### src/tap_decoder_pkg.sv
// shared constants and types of the test access port instruction decoder
package tap_decoder_pkg;

  // instruction register
  localparam int IR_WIDTH = 4;
  localparam logic [3:0] IR_CAPTURE_PATTERN = 4'h1;
  localparam logic [3:0] INSN_EXT_TEST = 4'h0;
  localparam logic [3:0] INSN_INT_TEST = 4'h1;
  localparam logic [3:0] INSN_SAMPLE_PRELOAD = 4'h2;
  localparam logic [3:0] INSN_DP_ABORT = 4'h8;
  localparam logic [3:0] INSN_DP_ACCESS = 4'hA;
  localparam logic [3:0] INSN_AP_ACCESS = 4'hB;
  localparam logic [3:0] INSN_IDENT = 4'hE;
  localparam logic [3:0] INSN_BYPASS = 4'hF;

  // identification word; value is arbitrary, bit 0 must stay 1
  localparam logic [31:0] IDENT_VALUE = 32'h0A5C_0001;

  // data chain lengths
  localparam int NUM_PADS = 8;
  localparam int BOUNDARY_LEN = 3 * NUM_PADS + 1;
  localparam int IDENT_LEN = 32;
  localparam int DAP_LEN = 35;
  localparam int DR_MAX = 35;
  localparam logic [5:0] LEN_BYPASS = 6'h01;
  localparam logic [5:0] LEN_IDENT = 6'h20;
  localparam logic [5:0] LEN_DAP = 6'h23;
  localparam logic [5:0] LEN_BOUNDARY = 6'h19;

  // boundary cell positions within one pad's group, and the reset cell
  localparam int CELL_IN = 0;
  localparam int CELL_OUT = 1;
  localparam int CELL_OE = 2;
  localparam int CELL_RESET = 3 * NUM_PADS;

  // test-port pin function select: five pins, all alternate after reset
  localparam int PORT_PINS = 5;
  localparam logic [4:0] PIN_AF_RESET = 5'h1F;

  // debug access chain selector codes
  localparam logic [1:0] DAP_SEL_ABORT = 2'h0;
  localparam logic [1:0] DAP_SEL_DP = 2'h1;
  localparam logic [1:0] DAP_SEL_AP = 2'h2;

  // bit positions of the raw input vector that passes the synchroniser
  localparam int PIN_TCK = 0;
  localparam int PIN_TMS = 1;
  localparam int PIN_TDI = 2;
  localparam int PIN_TRST_N = 3;
  localparam int PIN_EXT_RST_N = 4;
  localparam int PIN_PADS = 5;
  localparam int SYNC_WIDTH = PIN_PADS + NUM_PADS;

  // test access port controller states, one-hot
  typedef enum logic [15:0] {
    TAP_RESET      = 16'h0001,
    TAP_IDLE       = 16'h0002,
    TAP_SEL_DR     = 16'h0004,
    TAP_CAPTURE_DR = 16'h0008,
    TAP_SHIFT_DR   = 16'h0010,
    TAP_EXIT1_DR   = 16'h0020,
    TAP_PAUSE_DR   = 16'h0040,
    TAP_EXIT2_DR   = 16'h0080,
    TAP_UPDATE_DR  = 16'h0100,
    TAP_SEL_IR     = 16'h0200,
    TAP_CAPTURE_IR = 16'h0400,
    TAP_SHIFT_IR   = 16'h0800,
    TAP_EXIT1_IR   = 16'h1000,
    TAP_PAUSE_IR   = 16'h2000,
    TAP_EXIT2_IR   = 16'h4000,
    TAP_UPDATE_IR  = 16'h8000
  } tap_state_type;

  // which data chain sits between serial input and output
  typedef enum logic [4:0] {
    CHAIN_BYPASS   = 5'h01,
    CHAIN_IDENT    = 5'h02,
    CHAIN_BOUNDARY = 5'h04,
    CHAIN_DAP      = 5'h08,
    CHAIN_NONE     = 5'h10
  } chain_type;

endpackage : tap_decoder_pkg

### src/tap_instruction_decoder.sv
// instruction register, decode and data chains of the four-bit test access port
//
// Summary of operation
// - four-bit instruction chain with parallel holding register
// - code 0000 drives pads from preload
// - code 0001 feeds core inputs from preload
// - code 0010 selects boundary chain, captures pads
// - shift-data moves samples out, preload in
// - update-data copies boundary chain into holding
// - boundary chain stays accessible during both tests
// - reset cell observed only, never driven
// - code 1000 selects debug abort chain
// - code 1010 selects debug port access chain
// - code 1011 selects access port chain
// - code 1110 selects identification chain
// - identification loaded on every reset path
// - code 1111 selects one-bit bypass
// - unassigned codes behave as bypass
// - all chains reachable serially, no bus
// - test-port pins default to test function
// - identification 32 bits, LSB one; bypass zero
// - debug chains are 35 bits long
// - three cells per pin, in/out/enable order
`timescale 1ns/1ps
module tap_instruction_decoder (
  // clock and reset
  input wire logic ref_clk,
  input wire logic sys_rst,
  // test port pins
  input wire logic tck,
  input wire logic tms,
  input wire logic tdi,
  input wire logic trst_n,
  output logic tdo_q,
  output logic tdo_oe_q,
  // external reset pin, observed by the boundary chain
  input wire logic ext_rst_n,
  output logic core_ext_rst_n_q,
  // pads and core
  input wire logic [tap_decoder_pkg::NUM_PADS-1:0] pad_in,
  output logic [tap_decoder_pkg::NUM_PADS-1:0] pad_out_q,
  output logic [tap_decoder_pkg::NUM_PADS-1:0] pad_oe_q,
  input wire logic [tap_decoder_pkg::NUM_PADS-1:0] core_pad_out,
  input wire logic [tap_decoder_pkg::NUM_PADS-1:0] core_pad_oe,
  output logic [tap_decoder_pkg::NUM_PADS-1:0] core_pad_in_q,
  // debug access unit
  input wire logic [tap_decoder_pkg::DAP_LEN-1:0] dap_capture_data,
  output logic [tap_decoder_pkg::DAP_LEN-1:0] dap_wr_data_q,
  output logic [1:0] dap_sel_q,
  output logic dap_wr_strobe_q,
  // test-port pin function select
  input wire logic [tap_decoder_pkg::PORT_PINS-1:0] sw_gpio_request,
  output logic [tap_decoder_pkg::PORT_PINS-1:0] pin_alternate_function_select_q,
  // active instruction, for observation
  output logic [tap_decoder_pkg::IR_WIDTH-1:0] instruction_register_q
);
  import tap_decoder_pkg::*;

  logic [SYNC_WIDTH-1:0] raw_in;
  logic [SYNC_WIDTH-1:0] sync1_q;
  logic [SYNC_WIDTH-1:0] sync2_q;
  logic tck_last_q;
  logic tck_rise;
  logic tck_fall;
  logic trst;
  logic tms_s;
  logic tdi_s;
  logic [NUM_PADS-1:0] pad_in_s;
  tap_state_type state_q;
  logic [IR_WIDTH-1:0] ir_shift_q;
  chain_type chain;
  logic [5:0] chain_len;
  logic [DR_MAX-1:0] dr_shift_q;
  logic [BOUNDARY_LEN-1:0] bsr_capture;
  logic [BOUNDARY_LEN-1:0] bsr_hold_q;
  logic ext_test;
  logic int_test;

  // map an instruction code onto the data chain it selects
  function automatic chain_type decode_chain(input logic [IR_WIDTH-1:0] insn);
    chain_type c;
    c = CHAIN_BYPASS;
    case (insn)
      INSN_EXT_TEST: c = CHAIN_BOUNDARY;
      INSN_INT_TEST: c = CHAIN_BOUNDARY;
      INSN_SAMPLE_PRELOAD: c = CHAIN_BOUNDARY;
      INSN_DP_ABORT: c = CHAIN_DAP;
      INSN_DP_ACCESS: c = CHAIN_DAP;
      INSN_AP_ACCESS: c = CHAIN_DAP;
      INSN_IDENT: c = CHAIN_IDENT;
      INSN_BYPASS: c = CHAIN_BYPASS;
      default: c = CHAIN_BYPASS;
    endcase
    return c;
  endfunction : decode_chain

  // length in cells of each chain
  function automatic logic [5:0] length_of(input chain_type c);
    logic [5:0] n;
    n = LEN_BYPASS;
    case (c)
      CHAIN_IDENT: n = LEN_IDENT;
      CHAIN_BOUNDARY: n = LEN_BOUNDARY;
      CHAIN_DAP: n = LEN_DAP;
      default: n = LEN_BYPASS;
    endcase
    return n;
  endfunction : length_of

  // shift one bit toward the output end; the new bit enters at the chain's far end
  function automatic logic [DR_MAX-1:0] shift_chain(input logic [DR_MAX-1:0] cur,
                                                    input logic [5:0] len,
                                                    input logic din);
    logic [DR_MAX-1:0] res;
    res = cur >> 1;
    for (int i = 0; i < DR_MAX; i++) begin
      if (i == int'(len) - 1) begin
        res[i] = din;
      end else if (i >= int'(len)) begin
        res[i] = 1'b0;
      end
    end
    return res;
  endfunction : shift_chain

  // every pin from outside passes two flops before anything looks at it
  assign raw_in = {pad_in, ext_rst_n, trst_n, tdi, tms, tck};

  always_ff @(posedge ref_clk) begin
    if (sys_rst) begin
      sync1_q <= '0;
      sync2_q <= '0;
    end else begin
      sync1_q <= raw_in;
      sync2_q <= sync1_q;
    end
  end

  // edge finder on the synchronised test clock
  always_ff @(posedge ref_clk) begin
    if (sys_rst) begin
      tck_last_q <= 1'b0;
    end else begin
      tck_last_q <= sync2_q[PIN_TCK];
    end
  end

  assign tck_rise = sync2_q[PIN_TCK] & ~tck_last_q;
  assign tck_fall = ~sync2_q[PIN_TCK] & tck_last_q;
  // sync flops reset low, so the test reset pin reads asserted for two cycles
  assign trst = ~sync2_q[PIN_TRST_N];
  assign tms_s = sync2_q[PIN_TMS];
  assign tdi_s = sync2_q[PIN_TDI];
  assign pad_in_s = sync2_q[PIN_PADS +: NUM_PADS];

  tap_state_tracker u_state (
    .ref_clk(ref_clk),
    .sys_rst(sys_rst),
    .tck_rise(tck_rise),
    .tms(tms_s),
    .trst(trst),
    .state_q(state_q)
  );

  // instruction shift chain: fixed pattern on capture, lsb first on shift
  always_ff @(posedge ref_clk) begin
    if (sys_rst) begin
      ir_shift_q <= IR_CAPTURE_PATTERN;
    end else if (tck_rise) begin
      if (state_q == TAP_CAPTURE_IR) begin
        ir_shift_q <= IR_CAPTURE_PATTERN;
      end else if (state_q == TAP_SHIFT_IR) begin
        ir_shift_q <= {tdi_s, ir_shift_q[IR_WIDTH-1:1]};
      end
    end
  end

  // active instruction changes only on update; every reset path loads identification
  always_ff @(posedge ref_clk) begin
    if (sys_rst || trst || state_q == TAP_RESET) begin
      instruction_register_q <= INSN_IDENT;
    end else if (tck_rise && state_q == TAP_UPDATE_IR) begin
      instruction_register_q <= ir_shift_q;
    end
  end

  assign chain = decode_chain(instruction_register_q);
  assign chain_len = length_of(chain);
  assign ext_test = (instruction_register_q == INSN_EXT_TEST);
  assign int_test = (instruction_register_q == INSN_INT_TEST);

  // boundary sample: input, output, enable per pad, nearest pad first, reset cell last
  generate
    for (genvar p = 0; p < NUM_PADS; p++) begin : g_cells
      assign bsr_capture[3*p+CELL_IN] = pad_in_s[p];
      assign bsr_capture[3*p+CELL_OUT] = pad_out_q[p];
      assign bsr_capture[3*p+CELL_OE] = pad_oe_q[p];
    end
  endgenerate
  assign bsr_capture[CELL_RESET] = sync2_q[PIN_EXT_RST_N];

  // data shift chain shared by all data registers; only the serial port reaches it
  always_ff @(posedge ref_clk) begin
    if (sys_rst) begin
      dr_shift_q <= '0;
    end else if (tck_rise) begin
      if (state_q == TAP_CAPTURE_DR) begin
        case (chain)
          CHAIN_IDENT: dr_shift_q <= {{(DR_MAX-IDENT_LEN){1'b0}}, IDENT_VALUE};
          CHAIN_BOUNDARY: dr_shift_q <= {{(DR_MAX-BOUNDARY_LEN){1'b0}}, bsr_capture};
          CHAIN_DAP: dr_shift_q <= dap_capture_data;
          default: dr_shift_q <= '0; // bypass captures zero
        endcase
      end else if (state_q == TAP_SHIFT_DR) begin
        dr_shift_q <= shift_chain(dr_shift_q, chain_len, tdi_s);
      end
    end
  end

  // boundary holding register, written on update under any boundary instruction
  always_ff @(posedge ref_clk) begin
    if (sys_rst) begin
      bsr_hold_q <= '0;
    end else if (tck_rise && state_q == TAP_UPDATE_DR && chain == CHAIN_BOUNDARY) begin
      bsr_hold_q <= dr_shift_q[BOUNDARY_LEN-1:0];
    end
  end

  // pad drive: preload replaces core values under external test
  always_ff @(posedge ref_clk) begin
    if (sys_rst) begin
      pad_out_q <= '0;
      pad_oe_q <= '0;
    end else begin
      for (int p = 0; p < NUM_PADS; p++) begin
        pad_out_q[p] <= ext_test ? bsr_hold_q[3*p+CELL_OUT] : core_pad_out[p];
        pad_oe_q[p] <= ext_test ? bsr_hold_q[3*p+CELL_OE] : core_pad_oe[p];
      end
    end
  end

  // core inputs: preload replaces pads under internal test
  always_ff @(posedge ref_clk) begin
    if (sys_rst) begin
      core_pad_in_q <= '0;
    end else begin
      for (int p = 0; p < NUM_PADS; p++) begin
        core_pad_in_q[p] <= int_test ? bsr_hold_q[3*p+CELL_IN] : pad_in_s[p];
      end
    end
  end

  // core reset follows the pin only; the preloaded reset cell is never used
  always_ff @(posedge ref_clk) begin
    if (sys_rst) begin
      core_ext_rst_n_q <= 1'b0;
    end else begin
      core_ext_rst_n_q <= sync2_q[PIN_EXT_RST_N];
    end
  end

  // debug access unit write: one-cycle strobe on update of any debug chain
  always_ff @(posedge ref_clk) begin
    if (sys_rst) begin
      dap_wr_strobe_q <= 1'b0;
      dap_wr_data_q <= '0;
      dap_sel_q <= DAP_SEL_ABORT;
    end else begin
      dap_wr_strobe_q <= 1'b0;
      if (tck_rise && state_q == TAP_UPDATE_DR && chain == CHAIN_DAP) begin
        dap_wr_strobe_q <= 1'b1;
        dap_wr_data_q <= dr_shift_q[DAP_LEN-1:0];
        case (instruction_register_q)
          INSN_DP_ACCESS: dap_sel_q <= DAP_SEL_DP;
          INSN_AP_ACCESS: dap_sel_q <= DAP_SEL_AP;
          default: dap_sel_q <= DAP_SEL_ABORT;
        endcase
      end
    end
  end

  // serial output changes on the falling test clock, enabled only while shifting
  always_ff @(posedge ref_clk) begin
    if (sys_rst) begin
      tdo_q <= 1'b0;
      tdo_oe_q <= 1'b0;
    end else if (tck_fall) begin
      if (state_q == TAP_SHIFT_IR) begin
        tdo_q <= ir_shift_q[0];
        tdo_oe_q <= 1'b1;
      end else if (state_q == TAP_SHIFT_DR) begin
        tdo_q <= dr_shift_q[0];
        tdo_oe_q <= 1'b1;
      end else begin
        tdo_q <= 1'b0;
        tdo_oe_q <= 1'b0;
      end
    end
  end

  // pins come up in their test function after a system or external pin reset; software may hand them
  // over later and must hand them back before a probe can talk again
  always_ff @(posedge ref_clk) begin
    if (sys_rst || !sync2_q[PIN_EXT_RST_N]) begin
      pin_alternate_function_select_q <= PIN_AF_RESET;
    end else begin
      pin_alternate_function_select_q <= ~sw_gpio_request;
    end
  end

endmodule : tap_instruction_decoder

### src/tap_state_tracker.sv
// test access port controller state machine, advanced on each test-clock rise
`timescale 1ns/1ps
module tap_state_tracker (
  // clock and reset
  input wire logic ref_clk,
  input wire logic sys_rst,
  // synchronised link signals
  input wire logic tck_rise,
  input wire logic tms,
  input wire logic trst,
  // current state
  output tap_decoder_pkg::tap_state_type state_q
);
  import tap_decoder_pkg::*;

  tap_state_type state_d;

  // standard sixteen-state walk steered by the mode select line
  always_comb begin
    state_d = state_q;
    if (tck_rise) begin
      case (state_q)
        TAP_RESET:      state_d = tms ? TAP_RESET : TAP_IDLE;
        TAP_IDLE:       state_d = tms ? TAP_SEL_DR : TAP_IDLE;
        TAP_SEL_DR:     state_d = tms ? TAP_SEL_IR : TAP_CAPTURE_DR;
        TAP_CAPTURE_DR: state_d = tms ? TAP_EXIT1_DR : TAP_SHIFT_DR;
        TAP_SHIFT_DR:   state_d = tms ? TAP_EXIT1_DR : TAP_SHIFT_DR;
        TAP_EXIT1_DR:   state_d = tms ? TAP_UPDATE_DR : TAP_PAUSE_DR;
        TAP_PAUSE_DR:   state_d = tms ? TAP_EXIT2_DR : TAP_PAUSE_DR;
        TAP_EXIT2_DR:   state_d = tms ? TAP_UPDATE_DR : TAP_SHIFT_DR;
        TAP_UPDATE_DR:  state_d = tms ? TAP_SEL_DR : TAP_IDLE;
        TAP_SEL_IR:     state_d = tms ? TAP_RESET : TAP_CAPTURE_IR;
        TAP_CAPTURE_IR: state_d = tms ? TAP_EXIT1_IR : TAP_SHIFT_IR;
        TAP_SHIFT_IR:   state_d = tms ? TAP_EXIT1_IR : TAP_SHIFT_IR;
        TAP_EXIT1_IR:   state_d = tms ? TAP_UPDATE_IR : TAP_PAUSE_IR;
        TAP_PAUSE_IR:   state_d = tms ? TAP_EXIT2_IR : TAP_PAUSE_IR;
        TAP_EXIT2_IR:   state_d = tms ? TAP_UPDATE_IR : TAP_SHIFT_IR;
        TAP_UPDATE_IR:  state_d = tms ? TAP_SEL_DR : TAP_IDLE;
        default:        state_d = TAP_RESET;
      endcase
    end
  end

  // test reset pin forces the reset state without waiting for a clock rise
  always_ff @(posedge ref_clk) begin
    if (sys_rst || trst) begin
      state_q <= TAP_RESET;
    end else begin
      state_q <= state_d;
    end
  end

endmodule : tap_state_tracker
### config.mk
export PLATFORM = sky130hd
export DESIGN_NAME = tap_instruction_decoder
export DESIGN_NICKNAME = d
export VERILOG_FILES = /design/src/tap_decoder_pkg.sv /design/src/tap_instruction_decoder.sv /design/src/tap_state_tracker.sv
export SDC_FILE = /design/constraint.sdc
export NUM_CORES = 1
export LEC_CHECK = 0
export BUFFER_PORTS_ARGS = -buffer_cell sky130_fd_sc_hd__buf_2
export CELL_PAD_IN_SITES_DETAIL_PLACEMENT = 2
export CELL_PAD_IN_SITES_GLOBAL_PLACEMENT = 2
export CORE_ASPECT_RATIO = 1.5
export CORE_MARGIN = 2
export CORE_UTILIZATION = 32
export DETAILED_ROUTE_END_ITERATION = 16
export MAX_ROUTING_LAYER = met4
export PLACE_DENSITY_LB_ADDON = 0.2
export SETUP_SLACK_MARGIN = 0.2
export SYNTH_ARGS = -nofsm -noshare
export SYNTH_HDL_FRONTEND = slang
export SYNTH_SLANG_ARGS = --single-unit
### constraint.sdc
create_clock -name ref_clk -period 2.3 [get_ports ref_clk]
set_input_delay 0.115 -clock ref_clk [delete_from_list [all_inputs] [get_ports ref_clk]]
set_output_delay 0.115 -clock ref_clk [all_outputs]
set_load 0.02 [all_outputs]
==> summary.md <==
| Metric | Value |
|---|---|
| Number of levels the H-tree was split into | 4 |
| Number of instances on the worst hold path | 3 |
| Main synth FF type | dfxtp_1 |
| Power Dens Cells | roughly 650 nW/um^2 |
| Maximum vdd ir drop | 0.479 mV |
| Cell count after placement | 1359 |
| Crit path time final | 2040 ps |
| Final setup skew | 8.03 ps |
| CTS Root Cell | clkbuf_16 |
| Number of nets with antenna violations after routing | 0 |
| Sum of negative setup slack | 0 ps |
| Aggregate global-route resource usage | ~23% |
| EDFF count, synth | 0 |
| Number of synthesized register bits | 184 |
| Clock-pin slew on the worst setup and hold paths | 70 ps |
| Number of distinct library cell variants in the gate-level netlist after synthesis | between 60 and 70 |
| Core box area | 23600 um^2 |
| Average footprint of a synthesized cell | 8.30 um^2 |
| FF-to-FF path depth | 7 |
| Result of the run | complete, no violations |
| Cells after synthesis | 918 |
| Number of max-cap violations | 0 |
| Antenna diode count | 0 |
| Post-route fraction of the period consumed by the critical path | 88.8% |
| Aggregate routed wire length | 28400 um |
| Portion of the post-synthesis area used by sequential elements | 48.4% |
| Die Area | around 25000 um^2 |
| Leftover overflow at the end of global routing | 0 |
| Startpoint Class | register |
| Worst path max stage delay | 400 ps |
| Filler-free cell count of the finished design | 1443 |
| Number of antenna violations at the first check in global routing | 0 |
| Min-delay worst type | in -> reg |
| Maximum achievable frequency | 490 MHz |
| Final routed DRC violation total | 0 |
| Total via count after detailed routing | 7368 |
| Total Nets Final | 1182 |
| Via count of the first global-routing pass | 7735 |
| Die span in y | 193 um |
| Count of standard-cell rows | 69 |
| Share of synthesized registers carrying an async set or reset | 0% |
| Library cell contributing the largest single delay on the critical path | or3b_4 |
| Total setup violations reported at the end of the flow | 0 |
| Number of detailed-routing iterations run before antenna repair | 4 |
| Number of nets in the synthesized netlist | slightly below 1000 |
| Pin slew with the least headroom to its limit | 717 ps |
| Number of input and output port buffers inserted | 144 |
| Max_slew headroom | 52.2% |
| Worst-case clock buffer depth | 2 |
| Number of sinks driven by the clock tree | 184 |
| Yosys Warn Count | 0 |
| Number of design-rule violations left by the first detailed-router iteration | 275 |
| WS Path Type | reg -> reg |
| WP buf/inv | 2 |
| Cell family contributing the most delay on the critical path | simple AND/OR/NAND/NOR gates |
| Area added between synthesis and finish | 32.0% |
| Top-level port count | 145 |
| Total half-perimeter wirelength after legalization and detailed placement | 19100 um |
| Series of cell instances along the critical path | nor4_4 -> buf_4 -> buf_6 -> nand4b_4 -> or3_4 -> or3b_4 -> a21oi_2 |
| RSZ-0062 raised after global routing | false |
| Wire length of the first global-routing pass | about 43000 um |
| Arrival time reported for the critical path endpoint | 2420 ps |
| Number of hold violations in the final report | 0 |
| Levels on crit path | 7 |
| Effective utilization at floorplan | 32.3% |
| Detailed-route wire length per cell | 19.7 um |
| Number of buffers created by CTS | 17 |
| Fraction of final layout cells sized beyond drive strength 1 | between 20 and 30% |
| Worst Setup End Kind | register |
| Highest net fanout along the worst path | 6 |
| Number of max-slew violations in the final report | 0 |
| Pin count of the biggest net entering global routing | 153 |
| Detail-routed via count per cell | 5.11 |
| Post-synthesis instance area | 7620 um^2 |
| Later-pin clock latency in the skew report | 440 ps |
| Leak Pwr | 3.80 nW |
| Clock tree from TritonCTS | done |
| Gp weighted congestion | 0.823 |
| Required arrival time at the worst endpoint | 2680 ps |
| Die X-Extent | 130 um |
## placed cells by master, fill, tap and decap left out, types with 6 or more instances in the layout
cell and n:
and2_0 9, o21ai_0 27, a22oi_1 28, clkbuf_16 18, nor4_1 6, buf_4 50, nor2b_1 30, dlygate4sd3_1 36
or3_1 6, nor2_1 47, dfxtp_1 175, a21oi_1 126, nor3_1 15, dfxtp_2 6, buf_6 6, mux2_2 8
nand3_1 18, buf_2 143, and2_1 11, nand2_1 223, and3_1 7
## cell families (layout without fill, tap and decap cells)
group	Yosys count	in the layout	synth area share [%]
AOI/OAI and AO/OA	221	221	17.1
xor gates and xnor gates	7	7	0.805
buffers and inverters	72	278	4.45
DFF	184	184	48.4
muxes	12	12	1.71
and+or+nand+nor	422	422	27.6
## sequential cells by signal, summed over array words and instances, names as in the netlist, 5 cells and up
| name | flops |
|---|---|
| dr_shift_q | 35 |
| bsr_hold_q | 24 |
| core_pad_in_q | 8 |
| sync2_q | 13 |
| pad_out_q | 8 |
| u_state.state_q | 16 |
| sync1_q | 13 |
| pin_alternate_function_select_q | 5 |
| pad_oe_q | 8 |
| dap_wr_data_q | 35 |
## final cells by class
class,count,area [um^2]
Clock buffer,24,482
Clock inverter,8,119
Fill cell,2639,13500
Inverter,5,18.8
Multi-Input combinational cell,662,3690
Sequential cell,184,3700
Tap cell,319,399
Timing Repair Buffer,241,1640
## synthesized netlist by cell type (all sizes together), types with 5 or more instances
| cell type | instances | area, um^2 |
|---|---|---|
| nand2 | 223 | 837 |
| dfxtp | 184 | 3680 |
| a21oi | 127 | 636 |
| nor2 | 48 | 188 |
| clkbuf | 42 | 159 |
| nor2b | 32 | 200 |
| o21ai | 31 | 155 |
| a22oi | 29 | 223 |
| buf | 25 | 161 |
| nand3 | 23 | 120 |
| and2 | 21 | 131 |
| nor3 | 18 | 95.1 |
| nor4 | 12 | 150 |
| and3 | 10 | 65.1 |
| mux2 | 8 | 90.1 |
| or3 | 8 | 50.1 |
| nor4b | 7 | 80.1 |
| a221o | 5 | 50.1 |
| a221oi | 5 | 43.8 |
| inv | 5 | 18.8 |
## power breakdown
| part | switching [W] | internal (W) | leakage, nW |
|---|---|---|---|
| registers | 0.0000212 | 0.00323 | 1.50 |
| logic | 0.000155 | 0.000133 | 2.01 |
| clock network | 0.00125 | 0.00179 | 0.298 |
| total | 0.00142 | 0.00515 | 3.80 |
## what timing repair did
| item | 4_1_cts | 5_1_grt |
|---|---|---|
| hold endpoints to repair | 36 | 0 |
| cloned | 0 | 1 |
| resized for setup | 3 | 33 |
| setup endpoints to repair | 66 | 63 |
| pin swaps | 4 | 4 |
| setup buffers | 8 | 7 |
| hold buffers | 36 | 0 |
## per-layer routing
layer  wire length [um]  part of all wire (%)  up-vias  global-route usage [%]
met5                  0                     0        -                       -
met3                721                   2.5       39                    3.67
met2              15500                    55      131                    42.4
li1                   -                     -     3536                       -
met4                718                   2.5        0                    8.15
met1              11400                    40     3662                    24.5
## metrics by stage
stage	hold WS, ps	util [%]	power, W	instance area [um^2]	worst slack (ps)
final	9.57	42.7	0.00657	10100	259
after global routing	18.2	42.7	0.00679	10100	169
after CTS	7.42	41.9	0.00665	9880	207
after detailed placement	283	37.5	0.00356	8840	75.1
after global placement	276	37.5	0.00356	8840	175
after floorplan	177	-	0.00343	7620	291
## worst min-delay path, stage by stage
cell and delay, ps:
buf_2 80, a221oi_1 80, nor3_1 120
## path summary, 6_finish.rpt
path | startpoint | to | slack, ps
max | u_state.state_q[0]$_SDFFE_PP1P_ | u_state.state_q[14]$_SDFFE_PP0P_ | 260
min | dap_capture_data[26] | dr_shift_q[26]$_SDFFE_PP0P_ | 10
max reg2reg | u_state.state_q[0]$_SDFFE_PP1P_ | u_state.state_q[14]$_SDFFE_PP0P_ | 260
min reg2reg | sync1_q[3]$_SDFF_PP0_ | sync2_q[3]$_SDFF_PP0_ | 440
(Power assumes the default switching activity.)
